## config.mk

```make
export PLATFORM = sky130hd
export DESIGN_NAME = icd_decoder
export DESIGN_NICKNAME = d
export VERILOG_FILES = /design/src/icd_pkg.sv /design/src/icd_decoder.sv
export SDC_FILE = /design/constraint.sdc
export NUM_CORES = 1
export LEC_CHECK = 0
export ABC_AREA = 1
export BUFFER_PORTS_ARGS = -buffer_cell sky130_fd_sc_hd__buf_2
export CORE_UTILIZATION = 45
export CTS_BUF_LIST = sky130_fd_sc_hd__clkbuf_8
export DETAILED_ROUTE_END_ITERATION = 16
export PLACE_DENSITY = 0.76
export SYNTH_ARGS = -nofsm -noshare
export SYNTH_HDL_FRONTEND = slang
export SYNTH_SLANG_ARGS = --single-unit
```

## constraint.sdc

```tcl
create_clock -name clk -period 1.7 [get_ports clk]
set_input_delay 0.17 -clock clk [delete_from_list [all_inputs] [get_ports clk]]
set_output_delay 0.17 -clock clk [all_outputs]
set_load 0.1 [all_outputs]
```

## src/icd_pkg.sv

```systemverilog
// Shared types and constants for the instruction class decoder.
package icd_pkg;

  // ----------------------------------------------------------------
  // Instruction word layout
  // ----------------------------------------------------------------
  localparam int ICD_WORD_W = 32;
  localparam int ICD_REG_W = 5;
  localparam int ICD_OP_MSB = 31;
  localparam int ICD_OP_LSB = 26;
  localparam int ICD_RD_LSB = 21;
  localparam int ICD_RA_LSB = 16;
  localparam int ICD_RB_LSB = 11;
  localparam int ICD_XO10_MSB = 10;
  localparam int ICD_XO10_LSB = 1;
  localparam int ICD_XO5_MSB = 5;
  localparam int ICD_XO5_LSB = 1;
  localparam logic [1:0] ICD_ALIGN_MASK = 2'h3;

  // ----------------------------------------------------------------
  // Exception vector and reset values
  // ----------------------------------------------------------------
  localparam logic [19:0] ICD_PROG_VECTOR = 20'h00700;
  localparam logic [19:0] ICD_NO_VECTOR = 20'h00000;
  localparam logic [31:0] ICD_PC_RESET = 32'h00000000;

  // ----------------------------------------------------------------
  // Types
  // ----------------------------------------------------------------
  typedef enum logic [1:0] {
    ICD_DEFINED,
    ICD_ILLEGAL,
    ICD_RESERVED
  } icd_class_t;

  typedef struct packed {
    logic [31:0] word;
    logic [31:0] pc;
  } icd_fetch_t;

  typedef struct packed {
    icd_class_t cls;
    logic trap;
    logic [19:0] vector;
    logic [31:0] pc;
    logic [4:0] reg_d;
    logic [4:0] reg_a;
    logic [4:0] reg_b;
    logic float_regs;
    logic mem_rd;
    logic mem_wr;
    logic ctx_change;
  } icd_dec_t;

endpackage

```

## src/icd_decoder.sv

```systemverilog
// Instruction class decoder: sorts fetched words into classes and raises the program trap.
`timescale 1ns/1ps

module icd_decoder
  import icd_pkg::*;
(
  // Clock and reset
  input wire logic clk,
  input wire logic rst_n,
  // Fetch side
  input wire logic in_valid,
  input wire icd_fetch_t in_fetch,
  // Exception unit redirect after a trap
  input wire logic exc_redirect,
  // Decode result
  output logic out_valid,
  output icd_dec_t out_dec,
  output logic squashing
);

  // ----------------------------------------------------------------
  // Decode functions
  // ----------------------------------------------------------------
  function automatic logic op31_arith(input logic [8:0] x);
    case (x)
      9'd8, 9'd10, 9'd11, 9'd40, 9'd75, 9'd104, 9'd136, 9'd138, 9'd200, 9'd202,
      9'd232, 9'd234, 9'd235, 9'd266, 9'd459, 9'd491: op31_arith = 1'b1;
      default: op31_arith = 1'b0;
    endcase
  endfunction

  function automatic logic op31_load(input logic [9:0] x);
    case (x)
      10'd20, 10'd23, 10'd55, 10'd87, 10'd119, 10'd279, 10'd310, 10'd311, 10'd343, 10'd375,
      10'd533, 10'd534, 10'd535, 10'd567, 10'd597, 10'd599, 10'd631, 10'd790: op31_load = 1'b1;
      default: op31_load = 1'b0;
    endcase
  endfunction

  function automatic logic op31_store(input logic [9:0] x);
    case (x)
      10'd150, 10'd151, 10'd183, 10'd215, 10'd247, 10'd407, 10'd438, 10'd439, 10'd661, 10'd662,
      10'd663, 10'd695, 10'd725, 10'd727, 10'd759, 10'd918, 10'd983: op31_store = 1'b1;
      default: op31_store = 1'b0;
    endcase
  endfunction

  function automatic logic op31_other(input logic [9:0] x);
    case (x)
      10'd0, 10'd4, 10'd19, 10'd24, 10'd26, 10'd28, 10'd32, 10'd54, 10'd60, 10'd83, 10'd86,
      10'd124, 10'd144, 10'd146, 10'd210, 10'd242, 10'd246, 10'd278, 10'd284, 10'd306, 10'd316,
      10'd339, 10'd371, 10'd412, 10'd444, 10'd467, 10'd470, 10'd476, 10'd512, 10'd536, 10'd566,
      10'd595, 10'd598, 10'd659, 10'd792, 10'd824, 10'd854, 10'd922, 10'd954, 10'd982,
      10'd1014: op31_other = 1'b1;
      default: op31_other = 1'b0;
    endcase
  endfunction

  function automatic logic op19_ok(input logic [9:0] x);
    case (x)
      10'd0, 10'd16, 10'd33, 10'd50, 10'd129, 10'd150, 10'd193, 10'd225, 10'd257, 10'd289,
      10'd417, 10'd449, 10'd528: op19_ok = 1'b1;
      default: op19_ok = 1'b0;
    endcase
  endfunction

  function automatic logic fp_arith_ok(input logic [4:0] x, input logic dbl);
    case (x)
      5'd18, 5'd20, 5'd21, 5'd22, 5'd25, 5'd28, 5'd29, 5'd30, 5'd31: fp_arith_ok = 1'b1;
      5'd24: fp_arith_ok = !dbl;
      5'd23, 5'd26: fp_arith_ok = dbl;
      default: fp_arith_ok = 1'b0;
    endcase
  endfunction

  function automatic logic op63_x_ok(input logic [9:0] x);
    case (x)
      10'd0, 10'd12, 10'd14, 10'd15, 10'd32, 10'd38, 10'd40, 10'd64, 10'd70, 10'd72, 10'd134,
      10'd136, 10'd264, 10'd583, 10'd711: op63_x_ok = 1'b1;
      default: op63_x_ok = 1'b0;
    endcase
  endfunction

  // ----------------------------------------------------------------
  // Combinational classification
  // ----------------------------------------------------------------
  logic [5:0] op;
  logic [9:0] xo10;
  logic [4:0] xo5;
  icd_dec_t dec;
  logic unimpl;

  assign op = in_fetch.word[ICD_OP_MSB:ICD_OP_LSB];
  assign xo10 = in_fetch.word[ICD_XO10_MSB:ICD_XO10_LSB];
  assign xo5 = in_fetch.word[ICD_XO5_MSB:ICD_XO5_LSB];

  always_comb begin
    dec = '0;
    unimpl = 1'b0;
    dec.cls = ICD_DEFINED;
    dec.pc = {in_fetch.pc[31:2], 2'b00};
    dec.reg_d = in_fetch.word[ICD_RD_LSB +: ICD_REG_W];
    dec.reg_a = in_fetch.word[ICD_RA_LSB +: ICD_REG_W];
    dec.reg_b = in_fetch.word[ICD_RB_LSB +: ICD_REG_W];
    unique case (op)
      6'd0: begin
        dec.cls = (in_fetch.word == '0) ? ICD_ILLEGAL : ICD_RESERVED;
      end
      6'd1, 6'd4, 6'd5, 6'd6, 6'd9, 6'd22, 6'd56, 6'd60, 6'd61: dec.cls = ICD_ILLEGAL;
      6'd2, 6'd30, 6'd58, 6'd62: dec.cls = ICD_ILLEGAL;
      6'd17: dec.cls = in_fetch.word[1] ? ICD_DEFINED : ICD_ILLEGAL;
      6'd19: begin
        dec.cls = op19_ok(xo10) ? ICD_DEFINED : ICD_ILLEGAL;
        dec.ctx_change = (xo10 == 10'd50);
      end
      6'd31: begin
        if (op31_load(xo10)) begin
          dec.mem_rd = 1'b1;
        end else if (op31_store(xo10)) begin
          dec.mem_wr = 1'b1;
        end else if (xo10 == 10'd370) begin
          unimpl = 1'b1;
        end else if (!op31_other(xo10) && !op31_arith(xo10[8:0])) begin
          dec.cls = ICD_ILLEGAL;
        end
        dec.float_regs = (op31_load(xo10) || op31_store(xo10)) && xo10[9] && xo10[6:5] != 2'b10
          && xo10 != 10'd533 && xo10 != 10'd534 && xo10 != 10'd597 && xo10 != 10'd661
          && xo10 != 10'd662 && xo10 != 10'd725 && xo10 != 10'd790 && xo10 != 10'd918;
        dec.ctx_change = (xo10 == 10'd146);
      end
      6'd59, 6'd63: begin
        dec.float_regs = 1'b1;
        if (fp_arith_ok(xo5, op[2])) begin
          unimpl = (xo5 == 5'd22);
        end else if (!(op[2] && op63_x_ok(xo10))) begin
          dec.cls = ICD_ILLEGAL;
        end
      end
      default: begin
        dec.mem_rd = (op >= 6'd32) && (op <= 6'd55) && (!op[2] || op == 6'd46);
        dec.mem_wr = (op >= 6'd32) && (op <= 6'd55) && op[2] && op != 6'd46;
        dec.float_regs = (op >= 6'd48) && (op <= 6'd55);
      end
    endcase
    dec.trap = (dec.cls != ICD_DEFINED) || unimpl;
    dec.vector = dec.trap ? ICD_PROG_VECTOR : ICD_NO_VECTOR;
    if (dec.trap) begin
      dec.mem_rd = 1'b0;
      dec.mem_wr = 1'b0;
      dec.ctx_change = 1'b0;
    end
  end

  // ----------------------------------------------------------------
  // Output stage and precise trap squash
  // ----------------------------------------------------------------
  logic next_out_valid;
  icd_dec_t next_out_dec;
  logic next_squashing;

  always_comb begin
    next_out_valid = in_valid && !squashing;
    next_out_dec = next_out_valid ? dec : '0;
    next_squashing = squashing;
    if (exc_redirect) begin
      next_squashing = 1'b0;
    end
    if (next_out_valid && dec.trap) begin
      next_squashing = 1'b1;
    end
  end

  always_ff @(posedge clk or negedge rst_n) begin
    if (!rst_n) begin
      out_valid <= 1'b0;
      out_dec <= '0;
      squashing <= 1'b0;
    end else begin
      out_valid <= next_out_valid;
      out_dec <= next_out_dec;
      squashing <= next_squashing;
    end
  end

  // ----------------------------------------------------------------
  // Assertions
  // ----------------------------------------------------------------
  property p_zero_word;
    @(posedge clk) disable iff (!rst_n)
    in_valid && !squashing && in_fetch.word == '0 |=> out_dec.cls == ICD_ILLEGAL && out_dec.trap;
  endproperty
  a_zero_word: assert property (p_zero_word) else $error("zero word not illegal");

  property p_reserved;
    @(posedge clk) disable iff (!rst_n)
    in_valid && !squashing && op == 6'd0 && in_fetch.word != '0 |=> out_dec.cls == ICD_RESERVED && out_dec.trap;
  endproperty
  a_reserved: assert property (p_reserved) else $error("reserved class wrong");

  property p_illegal_ops;
    @(posedge clk) disable iff (!rst_n)
    in_valid && !squashing && (op == 6'd1 || op == 6'd9 || op == 6'd22 || op == 6'd61) |=> out_dec.trap;
  endproperty
  a_illegal_ops: assert property (p_illegal_ops) else $error("illegal opcode not trapped");

  property p_wide_ops;
    @(posedge clk) disable iff (!rst_n)
    in_valid && !squashing && (op == 6'd2 || op == 6'd30 || op == 6'd58 || op == 6'd62)
      |=> out_dec.cls == ICD_ILLEGAL;
  endproperty
  a_wide_ops: assert property (p_wide_ops) else $error("64-bit opcode not illegal");

  property p_vector;
    @(posedge clk) disable iff (!rst_n)
    out_valid |-> (out_dec.trap ? out_dec.vector == 20'h00700 : out_dec.vector == 20'h00000);
  endproperty
  a_vector: assert property (p_vector) else $error("trap vector wrong");

  property p_sqrt;
    @(posedge clk) disable iff (!rst_n)
    in_valid && !squashing && op == 6'd63 && xo5 == 5'd22 |=> out_dec.trap && out_dec.cls == ICD_DEFINED;
  endproperty
  a_sqrt: assert property (p_sqrt) else $error("square root not trapped");

  property p_defined_runs;
    @(posedge clk) disable iff (!rst_n)
    in_valid && !squashing && op == 6'd14 |=> out_valid && !out_dec.trap;
  endproperty
  a_defined_runs: assert property (p_defined_runs) else $error("defined add-immediate trapped");

  property p_no_priv;
    @(posedge clk) disable iff (!rst_n)
    out_dec.trap |-> !out_dec.mem_rd && !out_dec.mem_wr && !out_dec.ctx_change;
  endproperty
  a_no_priv: assert property (p_no_priv) else $error("trapping word granted access");

  property p_aligned;
    @(posedge clk) disable iff (!rst_n)
    out_valid |-> out_dec.pc == ($past(in_fetch.pc) & ~{30'h0, ICD_ALIGN_MASK});
  endproperty
  a_aligned: assert property (p_aligned) else $error("pc not word aligned");

  property p_arith_no_mem;
    @(posedge clk) disable iff (!rst_n)
    in_valid && !squashing && op == 6'd31 && xo10 == 10'd266 |=> !out_dec.mem_rd && !out_dec.mem_wr;
  endproperty
  a_arith_no_mem: assert property (p_arith_no_mem) else $error("arithmetic touched memory");

  property p_squash;
    @(posedge clk) disable iff (!rst_n)
    out_valid && out_dec.trap |-> squashing ##1 !out_valid;
  endproperty
  a_squash: assert property (p_squash) else $error("younger instruction passed a trap");

  c_trap: cover property (@(posedge clk) disable iff (!rst_n) out_valid && out_dec.trap);
  c_load: cover property (@(posedge clk) disable iff (!rst_n) out_valid && out_dec.mem_rd);
  c_redirect: cover property (@(posedge clk) disable iff (!rst_n) squashing ##1 !squashing);

endmodule

```

==> summary.txt, run 1 <==
Clock tree
  – Setup Buffers After CTS: 0
  – H-tree levels: 2
  – Clock latency on the worst-skew pair: 310 ps
  – Post-CTS Hold Fix Bufs: 1
  – CTS resizes: 0
  – CTS max path bufs: 2
  – Root Buffer: clkbuf_8
  – CTS sink cnt: 54
  – CTS tree: yes
  – CTS Buf Count: 5
  – Clock Pin Slew Worst Setup and Hold Paths: 100 ps

Worst setup path
  – Crit path buffers/inverters: 3
  – CP max stage delay: ~220 ps
  – CP max FO: 5
  – Crit path top cell by count: nand2_1
  – Worst path top cell family by delay: simple AND/OR/NAND/NOR gates
  – Critical path launch point type: input pin
  – CP endpoint kind: flop
  – Worst reg2reg setup slack: around 450 ps
  – Crit path DAT: 1730 ps
  – CP cell instances: buf_2 -> buf_4 -> nand2_1 -> nor2_1 -> inv_1 -> o21ai_0 -> nand2_1 -> nand3_1 -> nor2_2 -> nand3_2 -> nand3_1 -> nand2_1 -> nand2_1
  – Slowest-stage cell, CP: o21ai_0
  – Worst Setup Path Type: in2reg
  – Critical path required time: about 1900 ps

Detailed routing
  – Via count: 3771
  – Avg Vias per Cell: ~4.7
  – Initial DRC count: between 100 and 150
  – Antenna Violating Nets Remaining: 0
  – Routed len/inst: 13.38 um
  – Number of remaining DRC errors: 0
  – Drt first pass iters: 5
  – Final wirelength: 10630 um

Placed design
  – Dpl cell area: 4546 sq um
  – Dpl hpwl: 8785 um
  – Port Buffers: 122
  – Setup Slack @ Placement: -88.62 ps
  – Routability congestion estimate: 0.9688

Yosys
  – Post-synthesis cell count: 516
  – Synth Register Bits: 54
  – Post-Syn Area per Cell: 6.770 sq um
  – Yosys warnings: 0
  – Post-synth EDFFs: 0
  – Post-Syn Area: 3493 sq um
  – Sequential fraction of the synthesis area: 0.3868
  – Async SR Flop Fraction: 1.000
  – Main synth FF type: dfrtp_1
  – Synth cell types: 34

Floorplanning
  – Core area: 7370 sq um
  – Die W: 90.11 um
  – Starting density of the core: 0.4740
  – Row count: 31
  – Die Ht: 90.11 um
  – I/O pin cnt: 144
  – Die Area: 8119 sq um

Cells and area
  – Fillers: 687
  – Ant diodes: 0
  – Post-route cell area: 4673 sq um
  – Multi-input gate area: 1660 sq um
  – Area Growth Syn to Fin: 33.78%
  – Nets: 762
  – FF/Latch Area: 1355 sq um
  – Share of layout cells above drive strength 1: 0.3309

Timing
  – Pins Over Slew Limit: 0
  – Final setup viols: 0
  – Fmax: 0.6569 GHz
  – Final setup margin: 177.7 ps
  – Clock skew: between 10 and 15 ps
  – Crit share post-route: 0.8955
  – RSZ-0062 raised after global routing: false
  – Final hold violation count: 0
  – Tightest Pin Transition: 613.9 ps
  – Worst slew margin: 0.5854
  – Post-route minimum period: 1522 ps

Global route
  – Vias in the first global route: 3564
  – Initial antenna violation count: 0
  – Overall Global Routing Usage: 0.2663
  – Total congestion overflow: 0
  – Largest net degree at the start of global routing: 35
  – Global-route wire length before repair: 17190 um

Worst hold path
  – Hold Path Class: in2reg

Power and ir drop
  – Peak supply drop: 609.3 uV
  – Pleak: approximately 0.0028 uW
  – PwrDens: around 830 nW/um^2

Outcome
  – Status: complete, no violations

Flow run
  – Max_cap viols: 0
-- worst paths after layout --
| check | startpoint | endpoint | cells after the start |
|---|---|---|---|
| worst max-delay path | in_fetch[40] | squashing | 13 |
| worst min-delay path | in_fetch[15] | out_dec[34] | 3 |
| worst max register to register | squashing | out_dec[1] | 4 |
| worst min register to register | squashing | squashing | 2 |
| max in group asynchronous | rst_n | out_dec[16] | 3 |
| min in group asynchronous | rst_n | out_dec[34] | 2 |
-- per-layer routing --
metal,part of all wire,GRT usage,up-vias
li1,-,-,1889
met1,0.40,0.3252,1688
met2,0.50,0.4682,168
met3,0.064,0.03553,26
met4,0.034,0.1156,0
met5,0,0,-
-- area by class of cell --
| cell class | count | area share |
|---|---|---|
| multi-input cells | 365 | 0.3553 |
| flip-flops and latches | 54 | 0.2900 |
| repair buffers | 186 | 0.2367 |
| inverters | 82 | 0.06640 |
| well taps | 99 | 0.02651 |
| clock buffers | 5 | 0.01473 |
| clock inverters | 3 | 0.01044 |
-- through the flow --
| step | power [uW] | setup TNS, ps | std cells | util | hold slack (ps) |
|---|---|---|---|---|---|
| 2_1_floorplan | 2686 | 0 | 534 | - | -125.6 |
| 3_3_place_gp | 3026 | -238.1 | 785 | 0.6168 | 150.5 |
| 3_5_place_dp | 3044 | -194.4 | 785 | 0.6168 | 162.9 |
| 4_1_cts | 3912 | 0 | 794 | 0.6341 | 50.39 |
| 5_1_grt | 4051 | 0 | 794 | 0.6341 | 45.21 |
| 6_report | 3899 | 0 | 794 | 0.6341 | 52.92 |
-- layout by cell type, fill, tap and decap left out, types with 19 or more instances in the layout --
cell / instances
nor2_1: 127
buf_2: 122
nand2_1: 114
inv_1: 72
buf_4: 62
dfrtp_1: 53
nand3_1: 34
conb_1: 19
-- cells in the mapped netlist, types with 5 or more instances --
library cell / instances / share of area
nor2_1: 127 / 0.14
o21ai_0: 6 / 0.0086
buf_4: 26 / 0.056
dfrtp_1: 54 / 0.39
nand4_1: 9 / 0.016
clkbuf_1: 5 / 0.0054
a21oi_1: 9 / 0.013
nand2_1: 114 / 0.12
nand3_1: 34 / 0.049
nor2_2: 7 / 0.013
inv_2: 9 / 0.0097
inv_1: 72 / 0.077
nand2_2: 6 / 0.011
-- state kept, by name (all words and copies together), names as in the netlist --
| register | cells |
|---|---|
| squashing | 1 |
| out_dec | 52 |
| out_valid | 1 |
-- cell families (layout without fill, tap and decap cells) --
logic type | Yosys count | in the layout | share of synthesized area
simple gates | 317 | 317 | 0.4044
buf+inv | 115 | 276 | 0.1572
flops | 54 | 54 | 0.3868
compound gates | 29 | 29 | 0.05050
other cells | 1 | 19 | 0.001073
-- report_power, final --
group | total (uW) | switching (uW) | internal, uW
Sequential | 1400 | 25.0 | 1380
Clock | 876 | 428 | 449
Combinational | 1620 | 1330 | 296
Total | 3900 | 1780 | 2120
-- worst min-delay path, delay by kind of cell --
family	cells	cell delay, ps
buffers and inverters	2	130
AND/OR/NAND/NOR	1	30
(Power assumes the default switching activity.)
==> run 2: changes to the inputs <==
--- a/config.mk
+++ b/config.mk
@@ -7,10 +7,12 @@
 export LEC_CHECK = 0
 export ABC_AREA = 1
 export BUFFER_PORTS_ARGS = -buffer_cell sky130_fd_sc_hd__buf_2
+export CORE_MARGIN = 5
 export CORE_UTILIZATION = 45
 export CTS_BUF_LIST = sky130_fd_sc_hd__clkbuf_8
 export DETAILED_ROUTE_END_ITERATION = 16
 export PLACE_DENSITY = 0.76
+export RECOVER_POWER = 100
 export SYNTH_ARGS = -nofsm -noshare
 export SYNTH_HDL_FRONTEND = slang
 export SYNTH_SLANG_ARGS = --single-unit
==> run 2 against run 1 <==
  * Sequential power hardly changed
  * Via count is 2.7% higher
  * Core utilization is 2.6 points lower
==> summary.txt, run 2 (synthesized netlist as in run 1, its figures left out) <==
Detailed routing
  – Final wirelength: 10890 um (+2.5%)
  – M1 wire length: 4203 um (-2.1%)
  – Drt first pass iters: 5 (unchanged)
  – Number of remaining DRC errors: 0 (unchanged)
  – Routed length on met3: 871 um (+28%)
  – Via count: 3873 (+2.7%)
  – Routed len/inst: 13.66 um (+2.1%)
  – Initial DRC count: 186 (+27%)
  – Avg Vias per Cell: 4.859 (+2.3%)
  – Antenna Violating Nets Remaining: 0 (unchanged)
  – DR top layer: met4
  – Met2 wire length: 5427 um (+2.5%)

Global route
  – Global-route wire length before repair: 17730 um (+3.1%)
  – Overall Global Routing Usage: 0.2250 (-0.04124)
  – Total congestion overflow: 0 (unchanged)
  – Largest net degree at the start of global routing: 47 (+34%)
  – Vias in the first global route: 3782 (+6.1%)
  – Initial antenna violation count: 0 (unchanged)

Timing
  – Worst slew margin: 0.4938 (-0.09157)
  – Final setup margin: 186.0 ps (+8.291 ps)
  – Post-route minimum period: 1514 ps (-8.291 ps)
  – Crit share post-route: 0.8906 (-0.004877)
  – RSZ-0062 raised after global routing: false
  – Tightest Pin Transition: 759.3 ps (+145.4 ps)
  – Final setup viols: 0 (unchanged)
  – Final hold violation count: 0 (unchanged)
  – Worst hold slack: 59.72 ps (+6.803 ps)
  – Setup_tns: 0 ps (unchanged)
  – Pins Over Slew Limit: 0 (unchanged)
  – Clock skew: 11.51 ps (-0.01700 ps)
  – Fmax: 0.6605 GHz (+0.55%)

Clock tree
  – CTS resizes: 0 (unchanged)
  – Root Buffer: clkbuf_8
  – Clock latency on the worst-skew pair: 300 ps (about the same)
  – CTS max path bufs: 2 (unchanged)
  – CTS Buf Count: 5 (unchanged)
  – CTS sink cnt: 54 (unchanged)
  – Clock Pin Slew Worst Setup and Hold Paths: 100 ps (about the same)
  – H-tree levels: 2 (unchanged)
  – CTS tree: yes

Cells and area
  – FF/Latch Area: 1355 sq um (unchanged)
  – Top Registers: out_dec x52, out_valid x1, squashing x1
  – Fin util: 0.6078 (-0.02631)
  – Share of layout cells above drive strength 1: 0.3281 (-0.002878)
  – Nets: 762 (unchanged)
  – Area Growth Syn to Fin: 33.06%
  – Commonest non-fill, non-tap cell in the layout: nor2_1
  – Largest reg by FF count: out_dec
  – Most frequent cells in the layout: 128 x nor2_1, 114 x nand2_1, 72 x inv_1
  – Multi-input gate area: 1658 sq um (-0.15%)
  – Largest register FFs: 52 (unchanged)
  – Final Non-Filler Cells: 797 (+0.38%)
  – Fillers: 709 (+3.2%)
  – Ant diodes: 0 (unchanged)

Floorplanning
  – Core area: 7647 sq um (+3.8%)
  – I/O pin cnt: 144 (unchanged)
  – Die W: 98.11 um (+8.9%)
  – Row count: 32 (+3.2%)
  – Starting density of the core: 0.4568 (-0.01722)
  – Die Area: 9625 sq um (+19%)
  – Die Ht: 98.11 um (+8.9%)

Worst setup path
  – Worst Setup Path Type: in2reg
  – Crit path DAT: 1710 ps (-20 ps)
  – CP endpoint kind: flop
  – Critical path required time: 1890 ps (about the same)
  – Critical path launch point type: input pin
  – CP max FO: 7 (+2)

Power and ir drop
  – PwrDens: 804.3 nW/um^2 (-3.6%)
  – Peak supply drop: 393.0 uV (-36%)
  – Pleak: 0.002764 uW (-1.5%)

Placed design
  – Setup Slack @ Placement: -71.14 ps (+17.48 ps)
  – Routability congestion estimate: 0.9786 (+1.0%)
  – Dpl hpwl: 9133 um (+4.0%)
  – Port Buffers: 122 (unchanged)
  – Placed Cells: 788 (+0.38%)

Outcome
  – Status: complete, no violations

Worst hold path
  – Hold Path Class: in2reg

Flow run
  – Max_cap viols: 0 (unchanged)
## run 2: changes by cell type in the layout (fill, tap and decap cells not counted), moves of 2 or more
cell | before | now
buf_2 | 122 | 64
buf_4 | 62 | 59
clkinv_4 | 0 | 2
clkbuf_2 | 0 | 59
## run 2: worst max-delay path: stages
cell	delay, ps
clkbuf_2	220
inv_2	110
nor2_1	260
nand2_1	90
a21oi_1	240
nor2_1	70
nand2_1	70
nand2_1	50
a21oi_2	170
nand3_1	100
nand2_1	90
nand2_1	50
## run 2: cell type report
cell class	instances	share of cell area
multi-input cells	365	0.3567
clock buffers	5	0.01480
well taps	102	0.02746
clock inverters	3	0.006191
flip-flops and latches	54	0.2915
inverters	82	0.06676
repair buffers	186	0.2366
## run 2: report_power, final
group,internal (uW),switching (uW)
clock network,305,413
logic,288,1330
registers,1380,28.3
## run 2: layer usage
metal	global-route usage	vias up
met4	0.1001	0
li1	-	1887
met3	0.03571	28
met5	0	-
met2	0.4000	190
met1	0.2666	1768
## run 2: path summary, 6_finish.rpt
kind | endpoint | slack (ps) | from | cells past startpoint
worst max register to register | out_dec[72] | 230 | squashing | 4
worst max-delay path | squashing | 190 | in_fetch[39] | 12
max in group asynchronous | out_dec[37] | 430 | rst_n | 3
min in group asynchronous | out_dec[60] | 410 | rst_n | 2
worst min register to register | squashing | 560 | squashing | 2
worst min-delay path | out_dec[36] | 60 | in_fetch[17] | 3
## run 2: stage by stage
step | total power [uW] | area [sq um]
global placement | 3031 | 4562
global route | 3916 | 4648
floorplan | 2686 | 3565
finish | 3738 | 4648
CTS | 3768 | 4669
detailed placement | 3049 | 4562
## run 2: timing repair
action	CTS	global route
setup buffers	0	0
hold buffers	1	0
hold endpoints to repair	23	0
